`src/hdl/supply_integrity_pkg.sv`:
```
// Shared constants and types for the supply integrity monitor.
// Assumes a single CPU clock domain and an 8-bit control/status register.
package supply_integrity_pkg;

  // ------------------------------------------------------------
  // Register map
  // ------------------------------------------------------------
  localparam int ADDR_W = 4;
  localparam int DATA_W = 8;
  localparam logic [ADDR_W-1:0] CSR_OFFSET = 4'h0;

  // ------------------------------------------------------------
  // Control/status field positions
  // ------------------------------------------------------------
  localparam int BIT_WATCHDOG = 0;
  localparam int BIT_BROWNOUT = 4;
  localparam int BIT_WARN = 5;
  localparam int BIT_IRQ_EN = 6;
  localparam logic [DATA_W-1:0] CSR_RESET = 8'h00;

  // ------------------------------------------------------------
  // Post-reset delay, in CPU cycles
  // ------------------------------------------------------------
  localparam int SHORT_DELAY_CYC = 256;
  localparam int LONG_DELAY_CYC = 4096;
  localparam int DELAY_CNT_W = 13;

  // ------------------------------------------------------------
  // CPU interrupt mask: level 3 blocks maskable interrupts
  // ------------------------------------------------------------
  localparam logic [1:0] LEVEL_MASKED = 2'h3;

  // ------------------------------------------------------------
  // Types
  // ------------------------------------------------------------
  typedef enum logic [1:0] {
    THR_LOW,
    THR_MEDIUM,
    THR_HIGH
  } threshold_t;

  typedef enum logic [1:0] {
    CAUSE_PIN,
    CAUSE_WATCHDOG,
    CAUSE_BROWNOUT
  } reset_cause_t;

  typedef enum logic [1:0] {
    SEQ_RUN,
    SEQ_LV_HOLD,
    SEQ_DELAY
  } seq_t;

endpackage

```
`src/hdl/dual_flop_sync.sv`:
```
// Two flip-flop synchroniser for levels entering the CPU clock domain.
// Assumes each bit is an independent level; no word coherence is implied.
module dual_flop_sync #(
  parameter int WIDTH = 1,
  parameter logic [WIDTH-1:0] RESET_VALUE = '0
) (
  // Clock and reset
  input wire logic clk,
  input wire logic rst_b,
  // Levels
  input wire logic [WIDTH-1:0] async_in,
  output logic [WIDTH-1:0] sync_out
);

  typedef struct packed {
    logic [WIDTH-1:0] meta;
    logic [WIDTH-1:0] stable;
  } sync_state_t;

  sync_state_t cur;
  sync_state_t next_cur;

  // First stage feeds only the second
  always_comb begin
    next_cur.meta = async_in;
    next_cur.stable = cur.meta;
  end

  always_ff @(posedge clk or negedge rst_b) begin
    if (!rst_b) begin
      cur <= {RESET_VALUE, RESET_VALUE};
    end else begin
      cur <= next_cur;
    end
  end

  assign sync_out = cur.stable;

endmodule

```
`src/hdl/supply_integrity_monitor.sv`:
```
// Supply integrity monitor: low-voltage reset, supply warning interrupt
// and reset-cause flags behind one 8-bit control/status register.
// Assumes analog comparators, option bits and CPU mode signals from outside;
// rst_b is the power-on reset, chip resets are produced here.
//
// Function
// (RULE_01) Hold static reset while supply is low
// (RULE_02) Drive reset pin low during low-voltage reset
// (RULE_03) Detection optional, threshold low, medium or high
// (RULE_04) Warning logic works only with detection enabled
// (RULE_05) Bit 5 shows warning comparator, read-only
// (RULE_06) Interrupt on every warning bit change
// (RULE_07) Bit 6 is software interrupt enable
// (RULE_08) Pending cleared on entering service routine
// (RULE_09) Interrupt needs enable and CPU unmasked
// (RULE_10) No interrupt for crossing within reset delay
// (RULE_11) Enabling while below threshold raises interrupt
// (RULE_12) Wakes from wait, never from halt
// (RULE_13) Register frozen during halt
// (RULE_14) Bit 4 set by low-voltage reset, write-zero clears
// (RULE_15) Brownout flag survives pin and watchdog resets
// (RULE_16) Bit 0 watchdog flag, write-zero or brownout clears
// (RULE_17) Decode reset cause from both flags
// (RULE_18) Watchdog flag invalid without low-voltage detection
// (RULE_19) Software writes zero to unused bits
// (RULE_20) Synchronise comparators, detect toggles on synced value
module supply_integrity_monitor #(
  parameter int SHORT_DELAY = supply_integrity_pkg::SHORT_DELAY_CYC,
  parameter int LONG_DELAY = supply_integrity_pkg::LONG_DELAY_CYC
) (
  // Clock and power-on reset
  input wire logic ref_clk,
  input wire logic rst_b,
  // Option settings
  input wire logic lvd_option_enable,
  input wire supply_integrity_pkg::threshold_t lvd_option_threshold,
  input wire logic long_delay_option,
  // Analog comparator outputs, asynchronous
  input wire logic low_voltage_detector_below,
  input wire logic aux_voltage_warning_below,
  // Threshold and enable toward the comparators
  output supply_integrity_pkg::threshold_t low_voltage_detector_threshold,
  output logic aux_voltage_warning_enable,
  // Open-drain reset pin
  input wire logic reset_pin_in,
  output logic reset_pin_out,
  output logic reset_pin_oe,
  // Reset sources and result
  input wire logic watchdog_reset,
  output logic chip_reset,
  output supply_integrity_pkg::reset_cause_t reset_cause,
  output logic reset_cause_valid,
  // Register port
  input wire logic [supply_integrity_pkg::ADDR_W-1:0] reg_addr,
  input wire logic [supply_integrity_pkg::DATA_W-1:0] reg_wdata,
  input wire logic reg_wr,
  input wire logic reg_rd,
  output logic [supply_integrity_pkg::DATA_W-1:0] reg_rdata,
  // CPU interrupt and mode interface
  input wire logic [1:0] cpu_int_level,
  input wire logic irq_ack,
  input wire logic halt_mode,
  output logic irq_req,
  output logic wait_wake
);

  // ------------------------------------------------------------
  // State
  // ------------------------------------------------------------
  typedef struct packed {
    supply_integrity_pkg::seq_t seq;
    logic [supply_integrity_pkg::DELAY_CNT_W-1:0] delay_cnt;
    logic irq_enable;
    logic supply_warning_flag;
    logic brownout_reset_flag;
    logic watchdog_reset_flag;
    logic warn_pending;
    logic [supply_integrity_pkg::DATA_W-1:0] rdata;
  } monitor_state_t;

  monitor_state_t cur;
  monitor_state_t next_cur;

  logic rst_sync_b;
  logic lv_below_s;
  logic aux_below_s;
  logic pin_level_s;

  // ------------------------------------------------------------
  // Functions
  // ------------------------------------------------------------
  function automatic logic [supply_integrity_pkg::DATA_W-1:0] csr_image(
    input monitor_state_t s
  );
    logic [supply_integrity_pkg::DATA_W-1:0] img;
    img = supply_integrity_pkg::CSR_RESET;
    img[supply_integrity_pkg::BIT_IRQ_EN] = s.irq_enable;
    img[supply_integrity_pkg::BIT_WARN] = s.supply_warning_flag;
    img[supply_integrity_pkg::BIT_BROWNOUT] = s.brownout_reset_flag;
    img[supply_integrity_pkg::BIT_WATCHDOG] = s.watchdog_reset_flag;
    return img;
  endfunction

  function automatic logic [supply_integrity_pkg::DELAY_CNT_W-1:0] delay_load(
    input logic use_long
  );
    logic [supply_integrity_pkg::DELAY_CNT_W-1:0] len;
    if (use_long) begin
      len = supply_integrity_pkg::DELAY_CNT_W'(LONG_DELAY - 1);
    end else begin
      len = supply_integrity_pkg::DELAY_CNT_W'(SHORT_DELAY - 1);
    end
    return len;
  endfunction

  // ------------------------------------------------------------
  // Reset release and input synchronisers
  // ------------------------------------------------------------
  dual_flop_sync #(
    .WIDTH(1),
    .RESET_VALUE(1'b0)
  ) u_rst_sync (
    .clk(ref_clk),
    .rst_b(rst_b),
    .async_in(1'b1),
    .sync_out(rst_sync_b)
  );

  // Supply assumed low and pin assumed released until sampled
  dual_flop_sync #(
    .WIDTH(3),
    .RESET_VALUE(3'h5)
  ) u_in_sync (
    .clk(ref_clk),
    .rst_b(rst_b),
    .async_in({low_voltage_detector_below, aux_voltage_warning_below, reset_pin_in}),
    .sync_out({lv_below_s, aux_below_s, pin_level_s})
  ); // RULE_20

  // ------------------------------------------------------------
  // Next-state logic
  // ------------------------------------------------------------
  logic lv_active;
  logic aux_live;
  logic csr_hit_wr;
  logic csr_hit_rd;
  logic warn_toggle;
  logic enable_arm;

  always_comb begin
    next_cur = cur;
    next_cur.rdata = '0;
    lv_active = lvd_option_enable && lv_below_s; // RULE_01 RULE_03
    aux_live = lvd_option_enable && aux_below_s; // RULE_04
    csr_hit_wr = reg_wr && (reg_addr == supply_integrity_pkg::CSR_OFFSET);
    csr_hit_rd = reg_rd && (reg_addr == supply_integrity_pkg::CSR_OFFSET);
    warn_toggle = 1'b0;
    enable_arm = 1'b0;

    // Read answer, unmapped reads give zero
    if (csr_hit_rd) begin
      next_cur.rdata = csr_image(cur); // RULE_19
    end

    if (lv_active) begin
      // Low-voltage reset: static, records brownout, clears watchdog
      next_cur.seq = supply_integrity_pkg::SEQ_LV_HOLD; // RULE_01
      next_cur.brownout_reset_flag = 1'b1; // RULE_14
      next_cur.watchdog_reset_flag = 1'b0; // RULE_16
      next_cur.irq_enable = 1'b0;
      next_cur.warn_pending = 1'b0;
      next_cur.supply_warning_flag = aux_live; // RULE_10
    end else if (watchdog_reset || !pin_level_s) begin
      // Pin or watchdog reset leaves the brownout flag alone
      next_cur.seq = supply_integrity_pkg::SEQ_DELAY; // RULE_15
      next_cur.delay_cnt = delay_load(long_delay_option);
      if (watchdog_reset) begin
        next_cur.watchdog_reset_flag = 1'b1; // RULE_16
      end
      next_cur.irq_enable = 1'b0;
      next_cur.warn_pending = 1'b0;
      next_cur.supply_warning_flag = aux_live; // RULE_10
    end else begin
      case (cur.seq)
        supply_integrity_pkg::SEQ_LV_HOLD: begin
          next_cur.seq = supply_integrity_pkg::SEQ_DELAY;
          next_cur.delay_cnt = delay_load(long_delay_option);
          next_cur.supply_warning_flag = aux_live; // RULE_10
        end
        supply_integrity_pkg::SEQ_DELAY: begin
          // Crossings during the delay are tracked silently
          next_cur.supply_warning_flag = aux_live; // RULE_10
          if (cur.delay_cnt == '0) begin
            next_cur.seq = supply_integrity_pkg::SEQ_RUN;
          end else begin
            next_cur.delay_cnt = cur.delay_cnt - 1'b1;
          end
        end
        supply_integrity_pkg::SEQ_RUN: begin
          if (!halt_mode) begin // RULE_13
            next_cur.supply_warning_flag = aux_live; // RULE_05
            warn_toggle = cur.supply_warning_flag != aux_live; // RULE_20
            if (irq_ack) begin
              next_cur.warn_pending = 1'b0; // RULE_08
            end
            if (csr_hit_wr) begin
              next_cur.irq_enable = reg_wdata[supply_integrity_pkg::BIT_IRQ_EN]; // RULE_07
              // Enabling while still below the warning level
              enable_arm = reg_wdata[supply_integrity_pkg::BIT_IRQ_EN] &&
                           !cur.irq_enable && cur.supply_warning_flag; // RULE_11
              if (!reg_wdata[supply_integrity_pkg::BIT_BROWNOUT]) begin
                next_cur.brownout_reset_flag = 1'b0; // RULE_14
              end
              if (!reg_wdata[supply_integrity_pkg::BIT_WATCHDOG]) begin
                next_cur.watchdog_reset_flag = 1'b0; // RULE_16
              end
            end
            // New event wins over a same-cycle acknowledge
            if ((cur.irq_enable && warn_toggle) || enable_arm) begin
              next_cur.warn_pending = 1'b1; // RULE_06 RULE_11
            end
          end
        end
        default: begin
          next_cur.seq = supply_integrity_pkg::SEQ_DELAY;
          next_cur.delay_cnt = delay_load(long_delay_option);
        end
      endcase
    end
  end

  // ------------------------------------------------------------
  // State register
  // ------------------------------------------------------------
  always_ff @(posedge ref_clk or negedge rst_sync_b) begin
    if (!rst_sync_b) begin
      cur.seq <= supply_integrity_pkg::SEQ_DELAY;
      cur.delay_cnt <= '0;
      cur.irq_enable <= supply_integrity_pkg::CSR_RESET[supply_integrity_pkg::BIT_IRQ_EN];
      cur.supply_warning_flag <= supply_integrity_pkg::CSR_RESET[supply_integrity_pkg::BIT_WARN];
      cur.brownout_reset_flag <=
        supply_integrity_pkg::CSR_RESET[supply_integrity_pkg::BIT_BROWNOUT];
      cur.watchdog_reset_flag <=
        supply_integrity_pkg::CSR_RESET[supply_integrity_pkg::BIT_WATCHDOG];
      cur.warn_pending <= 1'b0;
      cur.rdata <= '0;
    end else begin
      cur <= next_cur;
    end
  end

  // ------------------------------------------------------------
  // Outputs
  // ------------------------------------------------------------
  assign low_voltage_detector_threshold = lvd_option_threshold; // RULE_03
  assign aux_voltage_warning_enable = lvd_option_enable; // RULE_04

  // Open drain: only ever pulls low
  assign reset_pin_out = 1'b0;
  assign reset_pin_oe = (cur.seq == supply_integrity_pkg::SEQ_LV_HOLD); // RULE_02
  assign chip_reset = (cur.seq != supply_integrity_pkg::SEQ_RUN); // RULE_01

  always_comb begin
    if (cur.brownout_reset_flag) begin
      reset_cause = supply_integrity_pkg::CAUSE_BROWNOUT; // RULE_17
    end else if (cur.watchdog_reset_flag) begin
      reset_cause = supply_integrity_pkg::CAUSE_WATCHDOG; // RULE_17
    end else begin
      reset_cause = supply_integrity_pkg::CAUSE_PIN; // RULE_17
    end
  end
  assign reset_cause_valid = lvd_option_enable; // RULE_18

  assign reg_rdata = cur.rdata;

  assign irq_req = cur.warn_pending && cur.irq_enable &&
                   (cpu_int_level != supply_integrity_pkg::LEVEL_MASKED) &&
                   (cur.seq == supply_integrity_pkg::SEQ_RUN); // RULE_09
  assign wait_wake = cur.warn_pending && cur.irq_enable && !halt_mode &&
                     (cur.seq == supply_integrity_pkg::SEQ_RUN); // RULE_12

endmodule

```
`config.mk`:
```
export PLATFORM = sky130hd
export DESIGN_NAME = supply_integrity_monitor
export DESIGN_NICKNAME = d
export VERILOG_FILES = /design/src/hdl/supply_integrity_pkg.sv /design/src/hdl/dual_flop_sync.sv /design/src/hdl/supply_integrity_monitor.sv
export SDC_FILE = /design/constraint.sdc
export NUM_CORES = 1
export LEC_CHECK = 0
export ABC_AREA = 1
export BUFFER_PORTS_ARGS = -buffer_cell sky130_fd_sc_hd__buf_2
export CAP_MARGIN = 15
export CELL_PAD_IN_SITES_DETAIL_PLACEMENT = 0
export CELL_PAD_IN_SITES_GLOBAL_PLACEMENT = 2
export CORE_ASPECT_RATIO = 0.6
export CORE_UTILIZATION = 25
export CTS_CLUSTER_DIAMETER = 50
export DETAILED_ROUTE_END_ITERATION = 12
export GPL_TIMING_DRIVEN = 0
export PLACE_DENSITY = 0.67
export SYNTH_ARGS = -nofsm -noshare
export SYNTH_HDL_FRONTEND = slang
export SYNTH_SLANG_ARGS = --single-unit
```
`constraint.sdc`:
```
create_clock -name ref_clk -period 1 [get_ports ref_clk]
set_input_delay 0.1 -clock ref_clk [delete_from_list [all_inputs] [get_ports ref_clk]]
set_output_delay 0.1 -clock ref_clk [all_outputs]
set_load 0.01 [all_outputs]
```
==> run_results.csv <==
group,metric,value,unit
yosys,synth_edf_count,0,
setup_path,max_stage_delay,0.55,ns
layout,fillers,710,
power_and_ir_drop,fin_total_pwr,3.708,mW
yosys,synth_async_sr_flop_share,100.0,%
min_path,hold_class,"in2reg",
setup_path,cell_with_the_largest_stage_delay_on_the_worst_path,"dfstp_2",
place,hpwl_dp,3230,microns
die,initial_core_util,26.84,%
place,gpl.final_weighted_congestion,0.7519,
job,cap_violations,0,
clock_network,clkSinkCount,32,
setup_path,path_max_fanout,10,
yosys,syn_avg_cell_area,8.312,sq um
layout,final_nets,316,
power_and_ir_drop,power_per_cell_area,1398,mW/mm^2
outcome,failed_checks,"negative setup slack",
clock_network,clk_buf_depth,2,
setup_path,rr_worst_depth,8,
die,core_area,0.006935,sq mm
yosys,synth_top_cells_by_area,"dfrtp_1, dfstp_2, nand2_1",
sta,whs,0.05260,ns
global_routing,global_route.usage.total,12.91,%
sta,fmax,0.6299,GHz
power_and_ir_drop,reported_leakage_power,1.307,nW
yosys,yosysTopAreaCell,"dfrtp_1",
layout,n_antenna_cell,0,
power_and_ir_drop,power_frac_clock,41.1,%
yosys,netlist-cell-type-count,28,
min_path,hold-path-endpoint,"cur[10]$_DFFE_PN0P_",
power_and_ir_drop,irDropWorstVdd,505.0,uV
power_and_ir_drop,power.internal,2.693,mW
yosys,postSynthRegisterBits,32,
setup_path,crit_path_end_kind,"flop",
sta,finalMaxSlewViolations,0,
sta,timing.final.crit_period,1.588,ns
setup_path,r2r_end,"cur[13]$_DFFE_PN0P_",
detailed_routing,iteration_0_drc_count_of_the_detailed_router,51,
die,fp.dieW,113.4,microns
clock_network,htree_levels,2,
detailed_routing,wirelength,4393,microns
detailed_routing,post-route-drc-count,0,
die,die-height,68.85,microns
global_routing,grt_most_used_layer,"met1",
detailed_routing,vias_per_cell,4.068,
place,buffer_ports.inserted,34,
global_routing,use_met2,18.63,%
global_routing,grt_max_degree,25,
layout,regArea,808.3,sq um
global_routing,first_global_vias,1515,
die,fp-row-count,23,
yosys,syn-cell-area,0.001862,sq mm
global_routing,grt_util_met1,18.84,%
sta,timing.final.hold_violations,0,
global_routing,grt_pass1_wl,7555,microns
yosys,synth_largest_type_area_fraction,36.29,%
setup_path,criticalPathCategory,"reg2reg",
sta,final.setup.worst_slack,-0.5876,ns
sta,tightestPinTransition,0.5729,ns
power_and_ir_drop,p_sw,1.015,mW
detailed_routing,wl_per_cell,11.41,microns
clock_network,clock_tree_from_tritoncts,"yes",
detailed_routing,detailed_routing_iteration_count_for_the_pre_antenna_repair_pass,4,
detailed_routing,detail-route-antenna-nets,0,
setup_path,cp.required,1.20,ns
outcome,status,"complete, but fails checks",
power_and_ir_drop,p_comb_share,18.6,%
layout,multi_input_comb_area,987.2,sq um
die,io_pins,47,
die,die-area,0.007808,sq mm
sta,fin_worst_skew,0.003605,ns
sta,min_period_over_period,158.8,%
place,pre_cts_slack,-0.6371,ns
power_and_ir_drop,netSwitchingFraction,27.38,%
setup_path,worst_r2r_startpoint,"cur[27]$_DFFE_PN1P_",
sta,setup_viol_count_final,25,
global_routing,grt-ovfl-total,0,
setup_path,path_cells,"inv_2 > ha_4 > a21oi_4 > nand2_4 > nand2_8 > buf_12 > nand2_1 > o21ai_1",
clock_network,clkLatencyLatePin,0.27,ns
sta,fin_tns_setup,-12.13,ns
yosys,synthCells,224,
setup_path,crit_family,"flip-flops",
setup_path,critical_path_buf_inv_count,2,
min_path,hold_path_startpoint,"reg_wdata[4]",
sta,slew_headroom,61.81,%
sta,grt_setup_unrepaired,"yes",
global_routing,grt.met3_usage,2.885,%
yosys,synth-main-ff-cell,"dfrtp_1",
layout,area_grow_syn2layout,42.47,%
setup_path,timing.critical_path.from_type,"flop",
clock_network,clkTransAtPathRegs,0.05,ns
yosys,synth_sequential_area_ratio,43.35,%
setup_path,worst_ep_arrival_time,1.79,ns
yosys,synth-warning-count,0,
min_path,holdPathStages,3,
layout,drive_above_1_share,44.91,%
clock_network,cts_buffers,5,
global_routing,grt_antenna_before_repair,0,
clock_network,root_buffer,"clkbuf_16",
power_and_ir_drop,seq_power_share,40.3,%
setup_path,r2r_setup_slack,-0.59,ns
detailed_routing,dr_total_vias,1566,
[stage by stage]
step,instances,utilization (%),cell area (sq um)
floorplan,228,-,1907
global placement,362,31.75,2202
detailed placement,362,31.75,2202
CTS,384,36.98,2565
global route,385,38.25,2653
finish,385,38.25,2653
[cells by family (layout without fill, tap and decap cells)]
family | Yosys count | count (layout) | synth area share [%]
AO/OA/AOI/OAI | 28 | 28 | 8.871
AND/OR/NAND/NOR | 113 | 113 | 31.79
buffers and inverters | 45 | 102 | 12.90
flip-flops | 32 | 32 | 43.35
other | 2 | 6 | 0.4034
adder cells (fa/ha/maj) | 4 | 4 | 2.688
[routing by layer]
layer / wire, microns / share of wire [%]
met5: 0 / 0
met4: 38 / 0.87
met3: 204 / 4.6
met2: 1685 / 38
met1: 2464 / 56
[timing repair]
action / CTS / global route
endpoints found under the hold margin: 11 / 0
hold buffers: 4 / 0
pin swaps: 9 / 10
setup endpoints to repair: 50 / 27
buffers inserted: 10 / 3
gates resized for setup: 25 / 21
[power by group through the flow]
| stage | registers [mW] | clock network [mW] | logic (mW) |
|---|---|---|---|
| 2_1_floorplan | 1.48 | 0 | 0.361 |
| 3_3_place_gp | 1.51 | 0 | 0.508 |
| 3_5_place_dp | 1.51 | 0 | 0.501 |
| 4_1_cts | 1.49 | 1.57 | 0.635 |
| 5_1_grt | 1.51 | 1.64 | 0.759 |
| 6_report | 1.50 | 1.52 | 0.689 |
[final cells by class]
| type | instances | share of cell area, % |
|---|---|---|
| sequential | 32 | 30.47 |
| timing repair buffer | 50 | 12.69 |
| clock inverter | 2 | 0.3774 |
| inverter | 30 | 4.717 |
| multi-input combinational | 151 | 37.22 |
| tap | 100 | 4.717 |
| clock buffer | 6 | 5.236 |
| buffer | 14 | 4.575 |
[state kept, by name, summed over array words and instances, names as in the netlist]
name and cells:
cur 20, reg_rdata 4, u_in_sync.cur 3, u_in_sync.sync_out 3, u_rst_sync.cur 1, u_rst_sync.sync_out 1
[worst register-to-register path: stages (launching register included)]
cell and delay [ns]:
dfstp_2 0.55, inv_2 0.06, ha_4 0.17, a21oi_4 0.22, nand2_4 0.14, nand2_8 0.11
buf_12 0.15, nand2_1 0.06, o21ai_1 0.07
[synth_stat cells, types with 2 or more instances]
| master | instances |
|---|---|
| nand2_2 | 3 |
| inv_1 | 29 |
| nand3_1 | 20 |
| nand2_4 | 6 |
| dfrtp_1 | 27 |
| conb_1 | 2 |
| o21ai_2 | 2 |
| dfstp_2 | 5 |
| o21ai_0 | 15 |
| buf_4 | 14 |
| ha_1 | 4 |
| nor2_4 | 2 |
| nand2_1 | 35 |
| nor2_1 | 29 |
| o21ai_1 | 3 |
| nand4_1 | 3 |
| a21oi_1 | 5 |
| nor2_2 | 7 |
| nand3_2 | 4 |
[how the worst max path moves through the flow]
stage                              from                   to  slack [ns]  depth (start not counted)
floorplan           cur[13]$_DFFE_PN0P_  cur[16]$_DFFE_PN0P_       -0.44                         10
global placement    cur[26]$_DFFE_PN0P_  cur[22]$_DFFE_PN0P_       -0.71                          8
detailed placement  cur[26]$_DFFE_PN0P_  cur[22]$_DFFE_PN0P_       -0.64                          8
CTS                 cur[27]$_DFFE_PN1P_  cur[13]$_DFFE_PN0P_       -0.61                          8
global route        cur[14]$_DFFE_PN0P_  cur[17]$_DFFE_PN0P_       -0.67                         10
finish              cur[27]$_DFFE_PN1P_  cur[13]$_DFFE_PN0P_       -0.59                          8
[placed cells by master, fill, tap and decap left out, types with 4 or more instances in the layout]
cell	n
o21ai_0	10
nand3_2	8
nand2_2	4
dfstp_2	5
buf_6	8
buf_4	21
nor2_2	7
buf_2	30
inv_2	6
inv_1	21
o21ai_1	6
dfrtp_1	26
nor2_1	27
dlygate4sd3_1	4
conb_1	6
nand3_1	15
nor2_4	4
nand2_4	6
clkbuf_16	5
nand2_1	33
(Power assumes the default switching activity.)
